--- src/core/cms_pkg.sv ---
// Purpose: constants, types and register map of the charge mode sequencer
// Assumes: 100 MHz core clock, comparator levels come from the analog side
// Notes: Operation
package cms_pkg;
   localparam longint unsigned CLK_HZ = 100_000_000;
   localparam longint unsigned SEC_PER_MIN = 60;
   localparam longint unsigned TRK_LIMIT_MIN = 60;
   localparam longint unsigned CHG_LIMIT_MIN = 600;
   localparam longint unsigned WD_PERIOD_S = 32;
   localparam longint unsigned SAFE_PERIOD_MIN = 40;
   localparam longint unsigned END_TIME_MS = 31;
   localparam longint unsigned TRK_CYC = TRK_LIMIT_MIN * SEC_PER_MIN * CLK_HZ;
   localparam longint unsigned CHG_CYC = CHG_LIMIT_MIN * SEC_PER_MIN * CLK_HZ;
   localparam longint unsigned WD_CYC = WD_PERIOD_S * CLK_HZ;
   localparam longint unsigned SAFE_CYC = SAFE_PERIOD_MIN * SEC_PER_MIN * CLK_HZ;
   localparam longint unsigned END_CYC = END_TIME_MS * CLK_HZ / 1000;
   // wide enough for the full fast-charge limit at the core clock
   localparam int TMR_W = 42;
   // register map
   localparam logic [7:0] REG_CTRL = 8'h01;
   localparam logic [7:0] REG_STATUS = 8'h0b;
   localparam logic [7:0] REG_FAULT = 8'h0d;
   localparam int CTRL_CHARGING_ENABLE_BIT = 0;
   localparam int CTRL_TRICKLE_ENABLE_BIT = 1;
   localparam int CTRL_KICK = 2;
   localparam int ST_DONE_BIT = 3;
   localparam int ST_THERM_BIT = 4;
   localparam int FLT_TSD = 0;
   localparam int FLT_WARN = 1;
   localparam int FLT_CHG = 2;
   localparam logic [1:0] CTRL_RST = 2'h3;
   // arbitrary bus address
   localparam logic [6:0] DEV_ADDR = 7'h2a;
   localparam logic [3:0] ACK_SLOT = 4'h8;
   // charge state codes
   localparam logic [2:0] CODE_OFF = 3'h0;
   localparam logic [2:0] CODE_TRK = 3'h1;
   localparam logic [2:0] CODE_CC = 3'h2;
   localparam logic [2:0] CODE_CV = 3'h3;
   localparam logic [2:0] CODE_DONE = 3'h4;
   localparam logic [2:0] CODE_WEAK = 3'h5;
   localparam logic [2:0] CODE_FAULT = 3'h6;
   localparam logic [2:0] CODE_SAFE = 3'h7;
   typedef enum logic [2:0] {
      ST_OFF = 3'b000, ST_TRK = 3'b001, ST_WEAK = 3'b011, ST_CC = 3'b010,
      ST_CV = 3'b110, ST_DONE = 3'b111, ST_SAFE = 3'b101, ST_FAULT = 3'b100
   } cms_state_t;
   typedef enum logic [2:0] {
      I_IDLE = 3'b000, I_ADDR = 3'b001, I_REG = 3'b011, I_WR = 3'b010, I_RD = 3'b110
   } cms_i2c_t;
   typedef struct packed {
      logic die_over_warn;
      logic die_over_sd;
      logic die_at_limit;
      logic at_recharge;
      logic below_end;
      logic at_term;
      logic below_weak;
      logic below_dead;
   } cms_cmp_t;
   typedef struct packed {
      logic charger_on;
      logic trickle_current;
      logic sys_trickle_reg;
      logic iso_fet_off;
      logic weak_mode;
      logic input_current_limit_default;
      logic cv_mode;
   } cms_drive_t;
endpackage : cms_pkg

--- src/core/cms_timer.sv ---
// Purpose: run-gated cycle timer with sticky expiry
// Assumes: run low clears the count
// Notes: expired rises after limit cycles of continuous run
`timescale 1ns/1ps
`default_nettype none
module cms_timer #(
   parameter int W = 40
) (
   // clock and reset
   input wire logic clk_in,
   input wire logic rst_in,
   // control
   input wire logic run_in,
   input wire logic [W-1:0] limit_in,
   // status
   output logic expired_out
);
   logic [W-1:0] cnt_q;

   always_ff @(posedge clk_in) begin
      if (rst_in || !run_in) begin
         cnt_q <= '0;
         expired_out <= 1'b0;
      end else if (cnt_q >= limit_in - W'(1)) begin
         expired_out <= 1'b1;
      end else begin
         cnt_q <= cnt_q + W'(1);
      end
   end
endmodule : cms_timer
`default_nettype wire

--- src/core/cms_top.sv ---
// Purpose: charge mode sequencer with its serial register slave
// Assumes: comparators and pins are asynchronous to mclk_in
// Notes: time limits are parameters so simulation can shorten them
`timescale 1ns/1ps
`default_nettype none
module cms_top #(
   parameter longint unsigned TRK_CYC = cms_pkg::TRK_CYC,
   parameter longint unsigned CHG_CYC = cms_pkg::CHG_CYC,
   parameter longint unsigned WD_CYC = cms_pkg::WD_CYC,
   parameter longint unsigned SAFE_CYC = cms_pkg::SAFE_CYC,
   parameter longint unsigned END_CYC = cms_pkg::END_CYC
) (
   // clock and reset
   input wire logic mclk_in,
   input wire logic rst_in,
   // analog comparators and trickle pin
   input wire cms_pkg::cms_cmp_t cmp_in,
   input wire logic trickle_disable_pin_in,
   // serial register bus
   input wire logic scl_in,
   input wire logic sda_in,
   output logic sda_out,
   output logic sda_oe_out,
   // charger drive and status
   output cms_pkg::cms_drive_t drive_out,
   output logic [2:0] charge_state_out,
   output logic charge_done_flag_out,
   output logic thermal_limit_flag_out
);
   localparam int TW = cms_pkg::TMR_W;
   localparam int NS = $bits(cms_pkg::cms_cmp_t) + 3;

   logic [NS-1:0] meta_q, sync_q;
   cms_pkg::cms_cmp_t cmp_s;
   logic trk_pin_s, scl_s, sda_s, scl_p_q, sda_p_q;
   cms_pkg::cms_state_t state_q, state_d;
   cms_pkg::cms_i2c_t ph_q;
   logic [3:0] bit_q;
   logic [7:0] sh_q, rd_q, ptr_q;
   logic charging_enable_bit_q, trickle_enable_bit_q, trk_written_q, kick_q;
   logic [2:0] fault_q;
   logic done_q, wd_started_q, safety_q;
   logic trk_exp, chg_exp, wd_exp, safe_exp, end_exp;
   logic charging, chg_ok, trk_ok, rise, fall, start, stop, wr_stb;

   // synchronisers: second stage only is read
   always_ff @(posedge mclk_in) begin
      if (rst_in) begin
         meta_q <= '0;
         sync_q <= '0;
      end else begin
         meta_q <= {cmp_in, trickle_disable_pin_in, scl_in, sda_in};
         sync_q <= meta_q;
      end
   end
   assign {cmp_s, trk_pin_s, scl_s, sda_s} = sync_q;

   always_ff @(posedge mclk_in) begin
      if (rst_in) begin
         scl_p_q <= 1'b1;
         sda_p_q <= 1'b1;
      end else begin
         scl_p_q <= scl_s;
         sda_p_q <= sda_s;
      end
   end
   assign rise = scl_s && !scl_p_q;
   assign fall = !scl_s && scl_p_q;
   assign start = scl_s && scl_p_q && sda_p_q && !sda_s;
   assign stop = scl_s && scl_p_q && !sda_p_q && sda_s;
   assign wr_stb = fall && bit_q == cms_pkg::ACK_SLOT && ph_q == cms_pkg::I_WR;

   function automatic logic [7:0] rd_mux(input logic [7:0] a);
      logic [7:0] v;
      v = 8'h00;
      if (a == cms_pkg::REG_CTRL) begin
         v[cms_pkg::CTRL_CHARGING_ENABLE_BIT] = charging_enable_bit_q;
         v[cms_pkg::CTRL_TRICKLE_ENABLE_BIT] = trickle_enable_bit_q;
      end else if (a == cms_pkg::REG_STATUS) begin
         v[2:0] = charge_state_out;
         v[cms_pkg::ST_DONE_BIT] = charge_done_flag_out;
         v[cms_pkg::ST_THERM_BIT] = thermal_limit_flag_out;
      end else if (a == cms_pkg::REG_FAULT) begin
         v[2:0] = fault_q;
      end
      return v;
   endfunction : rd_mux

   // serial slave: sample on scl rise, drive on scl fall
   always_ff @(posedge mclk_in) begin
      if (rst_in || stop) begin
         ph_q <= cms_pkg::I_IDLE;
         bit_q <= '0;
         sh_q <= '0;
         rd_q <= '0;
         sda_oe_out <= 1'b0;
         if (rst_in) begin
            ptr_q <= '0;
         end
      end else if (start) begin
         ph_q <= cms_pkg::I_ADDR;
         bit_q <= '0;
         sda_oe_out <= 1'b0;
      end else if (ph_q != cms_pkg::I_IDLE && rise) begin
         if (bit_q != cms_pkg::ACK_SLOT) begin
            sh_q <= {sh_q[6:0], sda_s};
            bit_q <= bit_q + 4'h1;
         end else begin
            bit_q <= '0;
            // own ack of the read address is not a master ack
            if (ph_q == cms_pkg::I_RD && !sda_oe_out) begin
               if (sda_s) begin
                  ph_q <= cms_pkg::I_IDLE;
               end else begin
                  rd_q <= rd_mux(ptr_q + 8'h01);
                  ptr_q <= ptr_q + 8'h01;
               end
            end
         end
      end else if (ph_q != cms_pkg::I_IDLE && fall) begin
         sda_oe_out <= 1'b0;
         if (ph_q == cms_pkg::I_RD) begin
            if (bit_q != cms_pkg::ACK_SLOT) begin
               sda_oe_out <= !rd_q[7];
               rd_q <= {rd_q[6:0], 1'b0};
            end
         end else if (bit_q == cms_pkg::ACK_SLOT) begin
            sda_oe_out <= 1'b1;
            unique case (ph_q)
               cms_pkg::I_ADDR: begin
                  if (sh_q[7:1] != cms_pkg::DEV_ADDR) begin
                     sda_oe_out <= 1'b0;
                     ph_q <= cms_pkg::I_IDLE;
                  end else if (sh_q[0]) begin
                     ph_q <= cms_pkg::I_RD;
                     rd_q <= rd_mux(ptr_q);
                  end else begin
                     ph_q <= cms_pkg::I_REG;
                  end
               end
               cms_pkg::I_REG: begin
                  ptr_q <= sh_q;
                  ph_q <= cms_pkg::I_WR;
               end
               cms_pkg::I_WR: ptr_q <= ptr_q + 8'h01;
               default: ph_q <= cms_pkg::I_IDLE;
            endcase
         end
      end
   end

   always_ff @(posedge mclk_in) begin
      sda_out <= 1'b0;
   end

   // control register writes
   always_ff @(posedge mclk_in) begin
      if (rst_in) begin
         {trickle_enable_bit_q, charging_enable_bit_q} <= cms_pkg::CTRL_RST;
         trk_written_q <= 1'b0;
         kick_q <= 1'b0;
      end else begin
         kick_q <= 1'b0;
         if (wr_stb && ptr_q == cms_pkg::REG_CTRL) begin
            charging_enable_bit_q <= sh_q[cms_pkg::CTRL_CHARGING_ENABLE_BIT];
            trickle_enable_bit_q <= sh_q[cms_pkg::CTRL_TRICKLE_ENABLE_BIT];
            trk_written_q <= 1'b1;
            kick_q <= sh_q[cms_pkg::CTRL_KICK];
         end
      end
   end

   assign trk_ok = trk_written_q ? trickle_enable_bit_q : !trk_pin_s;
   assign chg_ok = charging_enable_bit_q && !fault_q[cms_pkg::FLT_TSD] && !cmp_s.die_over_sd;
   assign charging = state_q inside {cms_pkg::ST_TRK, cms_pkg::ST_WEAK,
                                     cms_pkg::ST_CC, cms_pkg::ST_CV};

   // fault flags: hardware set wins over host clear
   always_ff @(posedge mclk_in) begin
      if (rst_in) begin
         fault_q <= '0;
      end else begin
         if (wr_stb && ptr_q == cms_pkg::REG_FAULT) begin
            fault_q <= fault_q & ~sh_q[2:0];
         end
         if (cmp_s.die_over_sd) begin
            fault_q[cms_pkg::FLT_TSD] <= 1'b1;
         end
         if (cmp_s.die_over_warn) begin
            fault_q[cms_pkg::FLT_WARN] <= 1'b1;
         end
         if (state_d == cms_pkg::ST_FAULT && state_q != cms_pkg::ST_FAULT) begin
            fault_q[cms_pkg::FLT_CHG] <= 1'b1;
         end
      end
   end

   function automatic cms_pkg::cms_state_t pick(input cms_pkg::cms_cmp_t c, input logic t);
      if (c.below_dead) begin
         return t ? cms_pkg::ST_TRK : cms_pkg::ST_OFF;
      end else if (c.below_weak) begin
         return cms_pkg::ST_WEAK;
      end else if (c.at_term) begin
         return cms_pkg::ST_CV;
      end
      return cms_pkg::ST_CC;
   endfunction : pick

   always_comb begin
      state_d = state_q;
      unique case (state_q)
         cms_pkg::ST_OFF: state_d = pick(cmp_s, trk_ok);
         cms_pkg::ST_TRK: begin
            if (trk_exp) begin
               state_d = cms_pkg::ST_FAULT;
            end else if (!trk_ok || !cmp_s.below_dead) begin
               state_d = pick(cmp_s, trk_ok);
            end
         end
         cms_pkg::ST_WEAK: state_d = pick(cmp_s, trk_ok);
         cms_pkg::ST_CC: begin
            if (chg_exp) begin
               state_d = cms_pkg::ST_FAULT;
            end else if (cmp_s.at_term) begin
               state_d = cms_pkg::ST_CV;
            end else if (cmp_s.below_weak) begin
               state_d = pick(cmp_s, trk_ok);
            end
         end
         cms_pkg::ST_CV: begin
            if (end_exp || chg_exp) begin
               state_d = cms_pkg::ST_DONE;
            end
         end
         cms_pkg::ST_DONE: begin
            if (cmp_s.at_recharge) begin
               state_d = cms_pkg::ST_CV;
            end
         end
         cms_pkg::ST_SAFE: begin
            if (kick_q) begin
               state_d = cms_pkg::ST_OFF;
            end
         end
         cms_pkg::ST_FAULT: begin
            if (!fault_q[cms_pkg::FLT_CHG]) begin
               state_d = cms_pkg::ST_OFF;
            end
         end
      endcase
      if (state_q != cms_pkg::ST_FAULT && state_d != cms_pkg::ST_FAULT) begin
         if (charging && safe_exp) begin
            state_d = cms_pkg::ST_SAFE;
         end
         if (!chg_ok) begin
            state_d = cms_pkg::ST_OFF;
         end
      end
   end

   always_ff @(posedge mclk_in) begin
      if (rst_in) begin
         state_q <= cms_pkg::ST_OFF;
      end else begin
         state_q <= state_d;
      end
   end

   // watchdog and safety; a missed kick sets the default input current limit and ends the charge after the safety period, never at once
   always_ff @(posedge mclk_in) begin
      if (rst_in) begin
         wd_started_q <= 1'b0;
         safety_q <= 1'b0;
      end else begin
         if (kick_q || !cmp_s.below_weak) begin
            wd_started_q <= 1'b1;
         end
         if (kick_q) begin
            safety_q <= 1'b0;
         end
         if (wd_exp && charging) begin
            safety_q <= 1'b1;
         end
      end
   end

   cms_timer #(.W(TW)) u_trk (.clk_in(mclk_in), .rst_in(rst_in),
      .run_in(state_q == cms_pkg::ST_TRK), .limit_in(TW'(TRK_CYC)), .expired_out(trk_exp));
   cms_timer #(.W(TW)) u_chg (.clk_in(mclk_in), .rst_in(rst_in),
      .run_in(state_q inside {cms_pkg::ST_CC, cms_pkg::ST_CV}),
      .limit_in(TW'(CHG_CYC)), .expired_out(chg_exp));
   cms_timer #(.W(TW)) u_wd (.clk_in(mclk_in), .rst_in(rst_in),
      .run_in(wd_started_q && charging && !kick_q),
      .limit_in(TW'(WD_CYC)), .expired_out(wd_exp));
   cms_timer #(.W(TW)) u_safe (.clk_in(mclk_in), .rst_in(rst_in),
      .run_in(safety_q), .limit_in(TW'(SAFE_CYC)), .expired_out(safe_exp));
   cms_timer #(.W(TW)) u_end (.clk_in(mclk_in), .rst_in(rst_in),
      .run_in(state_q == cms_pkg::ST_CV && cmp_s.below_end),
      .limit_in(TW'(END_CYC)), .expired_out(end_exp));

   always_ff @(posedge mclk_in) begin
      if (rst_in) begin
         done_q <= 1'b0;
      end else if (state_q == cms_pkg::ST_CV && end_exp) begin
         done_q <= 1'b1;
      end else if (state_q != cms_pkg::ST_DONE) begin
         done_q <= 1'b0;
      end
   end

   // outputs registered from the state, one cycle behind it
   always_ff @(posedge mclk_in) begin
      if (rst_in) begin
         drive_out <= '0;
         charge_state_out <= cms_pkg::CODE_OFF;
         charge_done_flag_out <= 1'b0;
         thermal_limit_flag_out <= 1'b0;
      end else begin
         drive_out.charger_on <= charging;
         drive_out.trickle_current <= state_q inside {cms_pkg::ST_TRK, cms_pkg::ST_WEAK};
         drive_out.sys_trickle_reg <= state_q == cms_pkg::ST_TRK;
         drive_out.iso_fet_off <= state_q == cms_pkg::ST_TRK;
         drive_out.weak_mode <= state_q == cms_pkg::ST_WEAK;
         drive_out.input_current_limit_default <= state_q == cms_pkg::ST_WEAK || safety_q;
         drive_out.cv_mode <= state_q == cms_pkg::ST_CV;
         charge_done_flag_out <= done_q;
         thermal_limit_flag_out <= cmp_s.die_at_limit && charging;
         unique case (state_q)
            cms_pkg::ST_OFF: charge_state_out <= cms_pkg::CODE_OFF;
            cms_pkg::ST_TRK: charge_state_out <= cms_pkg::CODE_TRK;
            cms_pkg::ST_WEAK: charge_state_out <= cms_pkg::CODE_WEAK;
            cms_pkg::ST_CC: charge_state_out <= cms_pkg::CODE_CC;
            cms_pkg::ST_CV: charge_state_out <= cms_pkg::CODE_CV;
            cms_pkg::ST_DONE: charge_state_out <= cms_pkg::CODE_DONE;
            cms_pkg::ST_SAFE: charge_state_out <= cms_pkg::CODE_SAFE;
            cms_pkg::ST_FAULT: charge_state_out <= cms_pkg::CODE_FAULT;
         endcase
      end
   end
endmodule : cms_top
`default_nettype wire

--- config.mk ---
export PLATFORM = sky130hd
export DESIGN_NAME = cms_top
export DESIGN_NICKNAME = d
export VERILOG_FILES = /design/src/core/cms_pkg.sv /design/src/core/cms_timer.sv /design/src/core/cms_top.sv
export SDC_FILE = /design/constraint.sdc
export NUM_CORES = 1
export LEC_CHECK = 0
export BUFFER_PORTS_ARGS = -buffer_cell sky130_fd_sc_hd__buf_2
export CORE_MARGIN = 8
export CORE_UTILIZATION = 45
export CTS_BUF_LIST = sky130_fd_sc_hd__clkbuf_8
export CTS_CLUSTER_SIZE = 25
export DETAILED_ROUTE_END_ITERATION = 7
export PLACE_DENSITY_LB_ADDON = 0.1
export SLEW_MARGIN = 20
export SYNTH_ARGS = -nofsm -noshare
export SYNTH_HDL_FRONTEND = slang
export SYNTH_SLANG_ARGS = --single-unit
--- constraint.sdc ---
create_clock -name mclk_in -period 2.94 [get_ports mclk_in]
set_input_delay 0.294 -clock mclk_in [delete_from_list [all_inputs] [get_ports mclk_in]]
set_output_delay 0.294 -clock mclk_in [all_outputs]
set_load 0.01 [all_outputs]
==> Word-level counts from Yosys, hierarchy flattened <==
Memories as Yosys holds them, arrays and structs flattened. A register that Yosys moved wholly into a read port is not among the register bits.
Cells that the tools add are included.
{ "totals": {"register_bits": 292, "mem_bits_ro": 24, "input_bits": 13, "output_inout_bits": 14, "word_cells": 274, "mem_count": 1} }
{ "mem_list": {"columns": ["name", "depth", "word_bits", "rd", "rd_ports_with_merged_regs", "wr", "line", "text"], "rows": [
  ["(name not given)", 8, 3, 1, 1, 0, "cms_top.sv:328", "unique case (state_q)"]
]} }
{ "op_classes": {"addsub": 7, "order_cmp": 5, "eq_ne": 43, "n_mux": 92, "n_bitwise": 5, "n_reduce_logical": 81} }
{ "ops": {"columns": ["op", "n"], "rows": [
  ["$add 42x1->42 const B", 5],
  ["$mux 8", 21],
  ["$mux 3", 35],
  ["$ge 42x22->1 const B", 1],
  ["$ge 42x32->1 const B", 1],
  ["$ge 42x38->1 const B", 1],
  ["$ge 42x39->1 const B", 1],
  ["$ge 42x42->1 const B", 1],
  ["$ne 3x3->1 const B", 11],
  ["$eq 8x4->1 const B", 4],
  ["$mux 1", 27],
  ["$logic_and 1x1->1", 25],
  ["$pmux 3 s8", 1],
  ["$reduce_bool 3->1", 8],
  ["$eq 3x3->1 const B", 6],
  ["$logic_not 1->1", 18],
  ["$reduce_bool 2->1", 9],
  ["$eq 8x1->1 const B", 2],
  ["$pmux 8 s2", 1],
  ["$reduce_and 7->1", 2],
  ["$eq 3x2->1 const B", 4],
  ["$logic_or 1x1->1", 10],
  ["$mux 2", 5],
  ["$ne 2x2->1 const B", 5],
  ["20 further kinds", 29]
]} }

==> Depth between registers and ports, before layout <==
{ "depth": {"ltp_word": 17, "ltp_mapped": 10, "ltp_nobuf": 8} }

==> By module <==
A second synthesis with hierarchy kept.
{ "hier_totals": {"hier_cells": 2962, "area_unflattened_um2": 23681.5} }
{ "modules_own_cells": {"columns": ["mod", "instances", "cells_per_inst", "area_each_um2", "seq_area_each_um2"], "rows": [
  ["cms_timer (u_chg ...)", 3, 508, 3953.8, 860.8],
  ["cms_timer (u_end)", 1, 495, 3983.8, 860.8],
  ["cms_top", 1, 451, 3945.0, 1681.6],
  ["cms_timer (u_wd)", 1, 492, 3891.2, 860.8]
]} }

==> Least setup slack after synthesis <==
No wires, ideal clock.
{ "synth_timing": {"path_kind": "reg-to-reg", "from": "reg state_q[0]", "to": "reg state_q[2]", "setup_time_ns": 0.095, "t_arrival_ns": 2.438, "t_required_ns": 2.845, "path_slack_ns": 0.407, "stages_incl_launch_ff": 10, "path_buffers": 1, "period_less_slack_ns": 2.533, "path_cell_list": "dfxtp_1 clkbuf_1 inv_1 ha_1 or2_2 a221o_1 a31o_2 nor4_1 nand2_1 a221oi_1"} }
{ "synth_via": {"elab_chain_cells": 7, "elab_cells_between_ends": 26, "cone_classes": "9 x eq/ne; 13 x mux; 4 x reduce/logical"} }
{ "synth_lines": {"columns": ["element", "line", "text"], "rows": [
  ["start: declaration", "cms_top.sv:36", "cms_pkg::cms_state_t state_q, state_d;"],
  ["start signal: assignment", "cms_top.sv:263", "state_q <= cms_pkg::ST_OFF;"],
  ["start signal: assignment", "cms_top.sv:265", "state_q <= state_d;"],
  ["$mux 3", "cms_top.sv:226", "end else if (cmp_s.below_weak) begin"],
  ["$mux 3", "cms_top.sv:224", "end else if (cmp_s.at_term) begin"],
  ["$mux 3", "cms_top.sv:222", "if (chg_exp) begin"],
  ["$pmux 3 s8", "cms_top.sv:211", "unique case (state_q)"],
  ["$ne 3x3->1", "cms_top.sv:251", "if (state_q != cms_pkg::ST_FAULT && state_d != cms_pkg::ST_FAULT) begin"],
  ["$logic_and 1x1->1", "cms_top.sv:251", null],
  ["$mux 3 *", "cms_top.sv:251", null]
]} }
Every way passes the cells marked *; elsewhere a longest branch is shown, timed or not.
A chain may end at the register's enable or synchronous reset.

==> Worst setup path after layout <==
{ "layout_timing": {"from": "reg u_chg.cnt_q[0]", "to": "reg u_chg.cnt_q[34]"} }
{ "layout_via": {"elab_chain_cells": 1, "elab_cells_between_ends": 2, "cone_classes": "1 x add/sub; 1 x order compare"} }
{ "layout_lines": {"columns": ["element", "line", "text"], "rows": [
  ["start: declaration", "cms_timer.sv:18", "logic [W-1:0] cnt_q;"],
  ["start signal: assignment", "cms_timer.sv:27", "cnt_q <= cnt_q + W'(1);"],
  ["$add 42x1->42 / $ge 42x42->1 (equally long branches)", "cms_timer.sv:27, cms_timer.sv:24", null]
]} }
Parallel ways exist; a longest one is shown, timed or not.

==> impl_metrics.json <==
{
  "io_pins": 27,
  "crit_chain": "ha_1 -> nand3_4 -> or4_4 -> or3_4 -> or4_1 -> a21oi_1",
  "relSlewSlack": 0.6147,
  "tightest_slew_ns": 0.5727,
  "p_per_area_nw_per_um2": 507.1,
  "syn_area_um2": 13870,
  "ys_top_cells_by_area": "dfxtp_1 41%, nor2_1 4.2%, a21oi_1 4.0%, or4_1 3.2%, xor2_1 3.2%",
  "drv_slew": 0,
  "antenna_found_initial": 0,
  "row_count": 64,
  "ys_ff_latch": 295,
  "post-synth-top-count-cell": "dfxtp_1",
  "layout.nets": 1692,
  "clock_latency_ns": 0.56,
  "port_buffers": 25,
  "cp_slowest_cell": "or4_4",
  "grt.total_usage": 0.1695,
  "die_y_um": 191.6,
  "path_clk_slew_ns": 0.06,
  "cap_violations": 0,
  "clockBufferDepth": 3,
  "fin_total_pwr_mw": 7.850,
  "synth_common_cells": "287 x dfxtp_1, 156 x nor2_1, 118 x nand2_1",
  "synth-edff-count": 8,
  "numCtsBuffers": 50,
  "synth_area_per_cell_um2": 8.509,
  "hold_viol": 0,
  "synth_cells": 1630,
  "die_x_um": 191.6,
  "vdd_drop_max_mv": 0.3761,
  "arrival_ns": 2.99,
  "synth_top_area_share": 0.4143,
  "fmax_mhz": 399.9,
  "async_flop_share": 0,
  "drc": 0,
  "cp-end-kind": "flop",
  "grt_use_met3": 0.02754,
  "postRouteAntennaNets": 0,
  "layout-drive-gt1-share": 0.09882,
  "grt_pass1_vias": 11251,
  "finalSetupTns_ns": 0,
  "wl_per_cell_um": 14.86,
  "cts_tree": "yes",
  "dieArea_um2": 36700,
  "crit_required_ns": 3.43,
  "coreArea_um2": 30510,
  "synth.distinct_cells": 79,
  "drtIter0Drc": 648,
  "viasPerCell": 5.669,
  "outcome": "completed",
  "slowest_delay_ns": 0.56,
  "rsz0062_at_grt": "false",
  "start_kind": "flop",
  "cp_max_fo": 12,
  "vias": 11882,
  "crit_type": "reg2reg",
  "post-route-min-period_ns": 2.500,
  "grt_max_degree": 50,
  "start_util": 0.4546,
  "min_path_cells": 2,
  "finalWirelength_um": 31150,
  "grt_pass1_wl_um": 53730,
  "use_met2": 0.2763,
  "yosysWarnings": 0,
  "reg2regPathDepth": 6,
  "power.leakage_nw": 5.295,
  "grt_util_met1": 0.2296,
  "finalCritPeriodShare": 0.8505,
  "n_antenna_cell": 0,
  "syn_to_final_growth_pct": 11.61,
  "busiest_layer": "met2",
  "synth_nets": 1658,
  "cts_root_buf": "clkbuf_8",
  "ys.flop_type": "dfxtp_1",
  "place_congestion": 0.8295,
  "dp.final_hpwl_um": 20580,
  "firstDrtPassIters": 5,
  "min_path_type": "in2reg",
  "cts_setup_buffers": 0,
  "htree_levels": 2,
  "post_cts_resized": 0,
  "setup_violations": 0,
  "final_core_util": 0.5074,
  "skew_ns": 0.01356,
  "synth_top_cell_by_area": "dfxtp_1",
  "overflow": 0,
  "cts_sinks": 295,
  "yosysSeqAreaShare": 0.4316
}
-- routing by layer --
metal	wire length, µm	up-vias
met5	0	-
met2	14050	164
li1	-	6059
met3	1088	45
met1	15470	5614
met4	545	0
-- logic make-up after synthesis --
logic type	count (synthesis)	synth area share
xor gates and xnor gates	72	0.04547
DFF	295	0.4316
muxes	18	0.01299
adders and majority gates	15	0.01353
buffers and inverters	119	0.03446
other	1	0.0002704
and+or+nand+nor	780	0.3088
AOI/OAI and AO/OA	330	0.1529
-- registers in the layout, indices dropped and copies added, names as in the netlist, 11 cells and up --
register,cells
u_trk.cnt_q,42
sync_q,11
meta_q,11
u_end.cnt_q,42
u_wd.cnt_q,42
u_safe.cnt_q,42
u_chg.cnt_q,42
-- placed cells by master, fill, tap and decap left out, types with 5 or more instances in the layout --
master	Yosys	routed
or2_2	14	14
nand4b_1	8	8
and2_1	49	49
nor2b_1	28	28
nand3_1	82	82
nand4_1	62	62
and3_1	33	33
o31ai_1	46	46
a221oi_1	5	5
buf_4	2	39
xnor2_1	21	21
dfxtp_1	287	287
clkinv_2	0	5
mux2i_1	18	18
xor2_1	51	51
ha_1	15	15
and4_1	16	16
nand2_1	118	118
a211oi_1	19	19
a21oi_1	110	110
o21ai_0	60	60
nand3b_1	5	5
nor4_1	26	26
buf_2	0	25
edfxtp_1	8	8
nor2_1	156	156
dlygate4sd3_1	1	11
inv_1	26	46
a22o_1	5	5
or3_1	39	39
nor3_1	38	38
o211ai_1	18	18
clkbuf_8	0	63
a31oi_1	12	12
nand2b_1	19	19
or4_1	60	60
o21a_1	6	6
-- stage by stage --
step	hold slack (ns)	setup slack, ns	instances	area, µm²
after floorplan	0.4057	0.4065	1630	13870
after global placement	0.4165	0.4850	1997	14400
after detailed placement	0.4147	0.4617	1997	14400
after CTS	0.06717	0.4407	2096	15480
after global routing	0.1128	0.2062	2096	15480
final	0.1106	0.4396	2096	15480
-- where the power goes --
group          switching [mW]  internal [mW]  leakage (nW)  total [mW]
Sequential             0.0347           4.05          2.40        4.09
Clock                    1.61           1.91         0.579        3.52
Combinational           0.147         0.0939          2.31       0.241
-- path summary, 6_finish.rpt --
| path | start | end | slack [ns] |
|---|---|---|---|
| worst min-delay path | rst_in | sync_q[3]$_SDFF_PP0_ | 0.11 |
| worst min register to register | sync_q[8]$_SDFF_PP0_ | thermal_limit_flag_out$_SDFF_PP0_ | 0.43 |
| worst max-delay path | u_chg.cnt_q[0]$_SDFFE_PP0N_ | u_chg.cnt_q[34]$_SDFFE_PP0N_ | 0.44 |
| worst max register to register | u_chg.cnt_q[0]$_SDFFE_PP0N_ | u_chg.cnt_q[34]$_SDFFE_PP0N_ | 0.44 |
-- worst max-delay path: cells and delay by family (launching register included) --
| kind | cells | cell delay [ns] |
|---|---|---|
| flops | 1 | 0.38 |
| fa+ha+maj | 1 | 0.31 |
| simple gates | 4 | 1.59 |
| compound gates | 1 | 0.15 |
-- layout make-up --
class	count	area, µm²
tap	396	495.5
fill	2962	15030
inverter	26	97.59
clock inverter	25	100.1
sequential	295	5986
clock buffer	63	867.1
timing repair buffer	75	528.0
multi-input combinational	1216	7406
-- repair_timing --
| action | CTS | global route |
|---|---|---|
| hold buffers | 11 | 0 |
| endpoints found under the setup margin | 0 | 0 |
| endpoints found under the hold margin | 11 | 0 |
(Power assumes the default switching activity.)
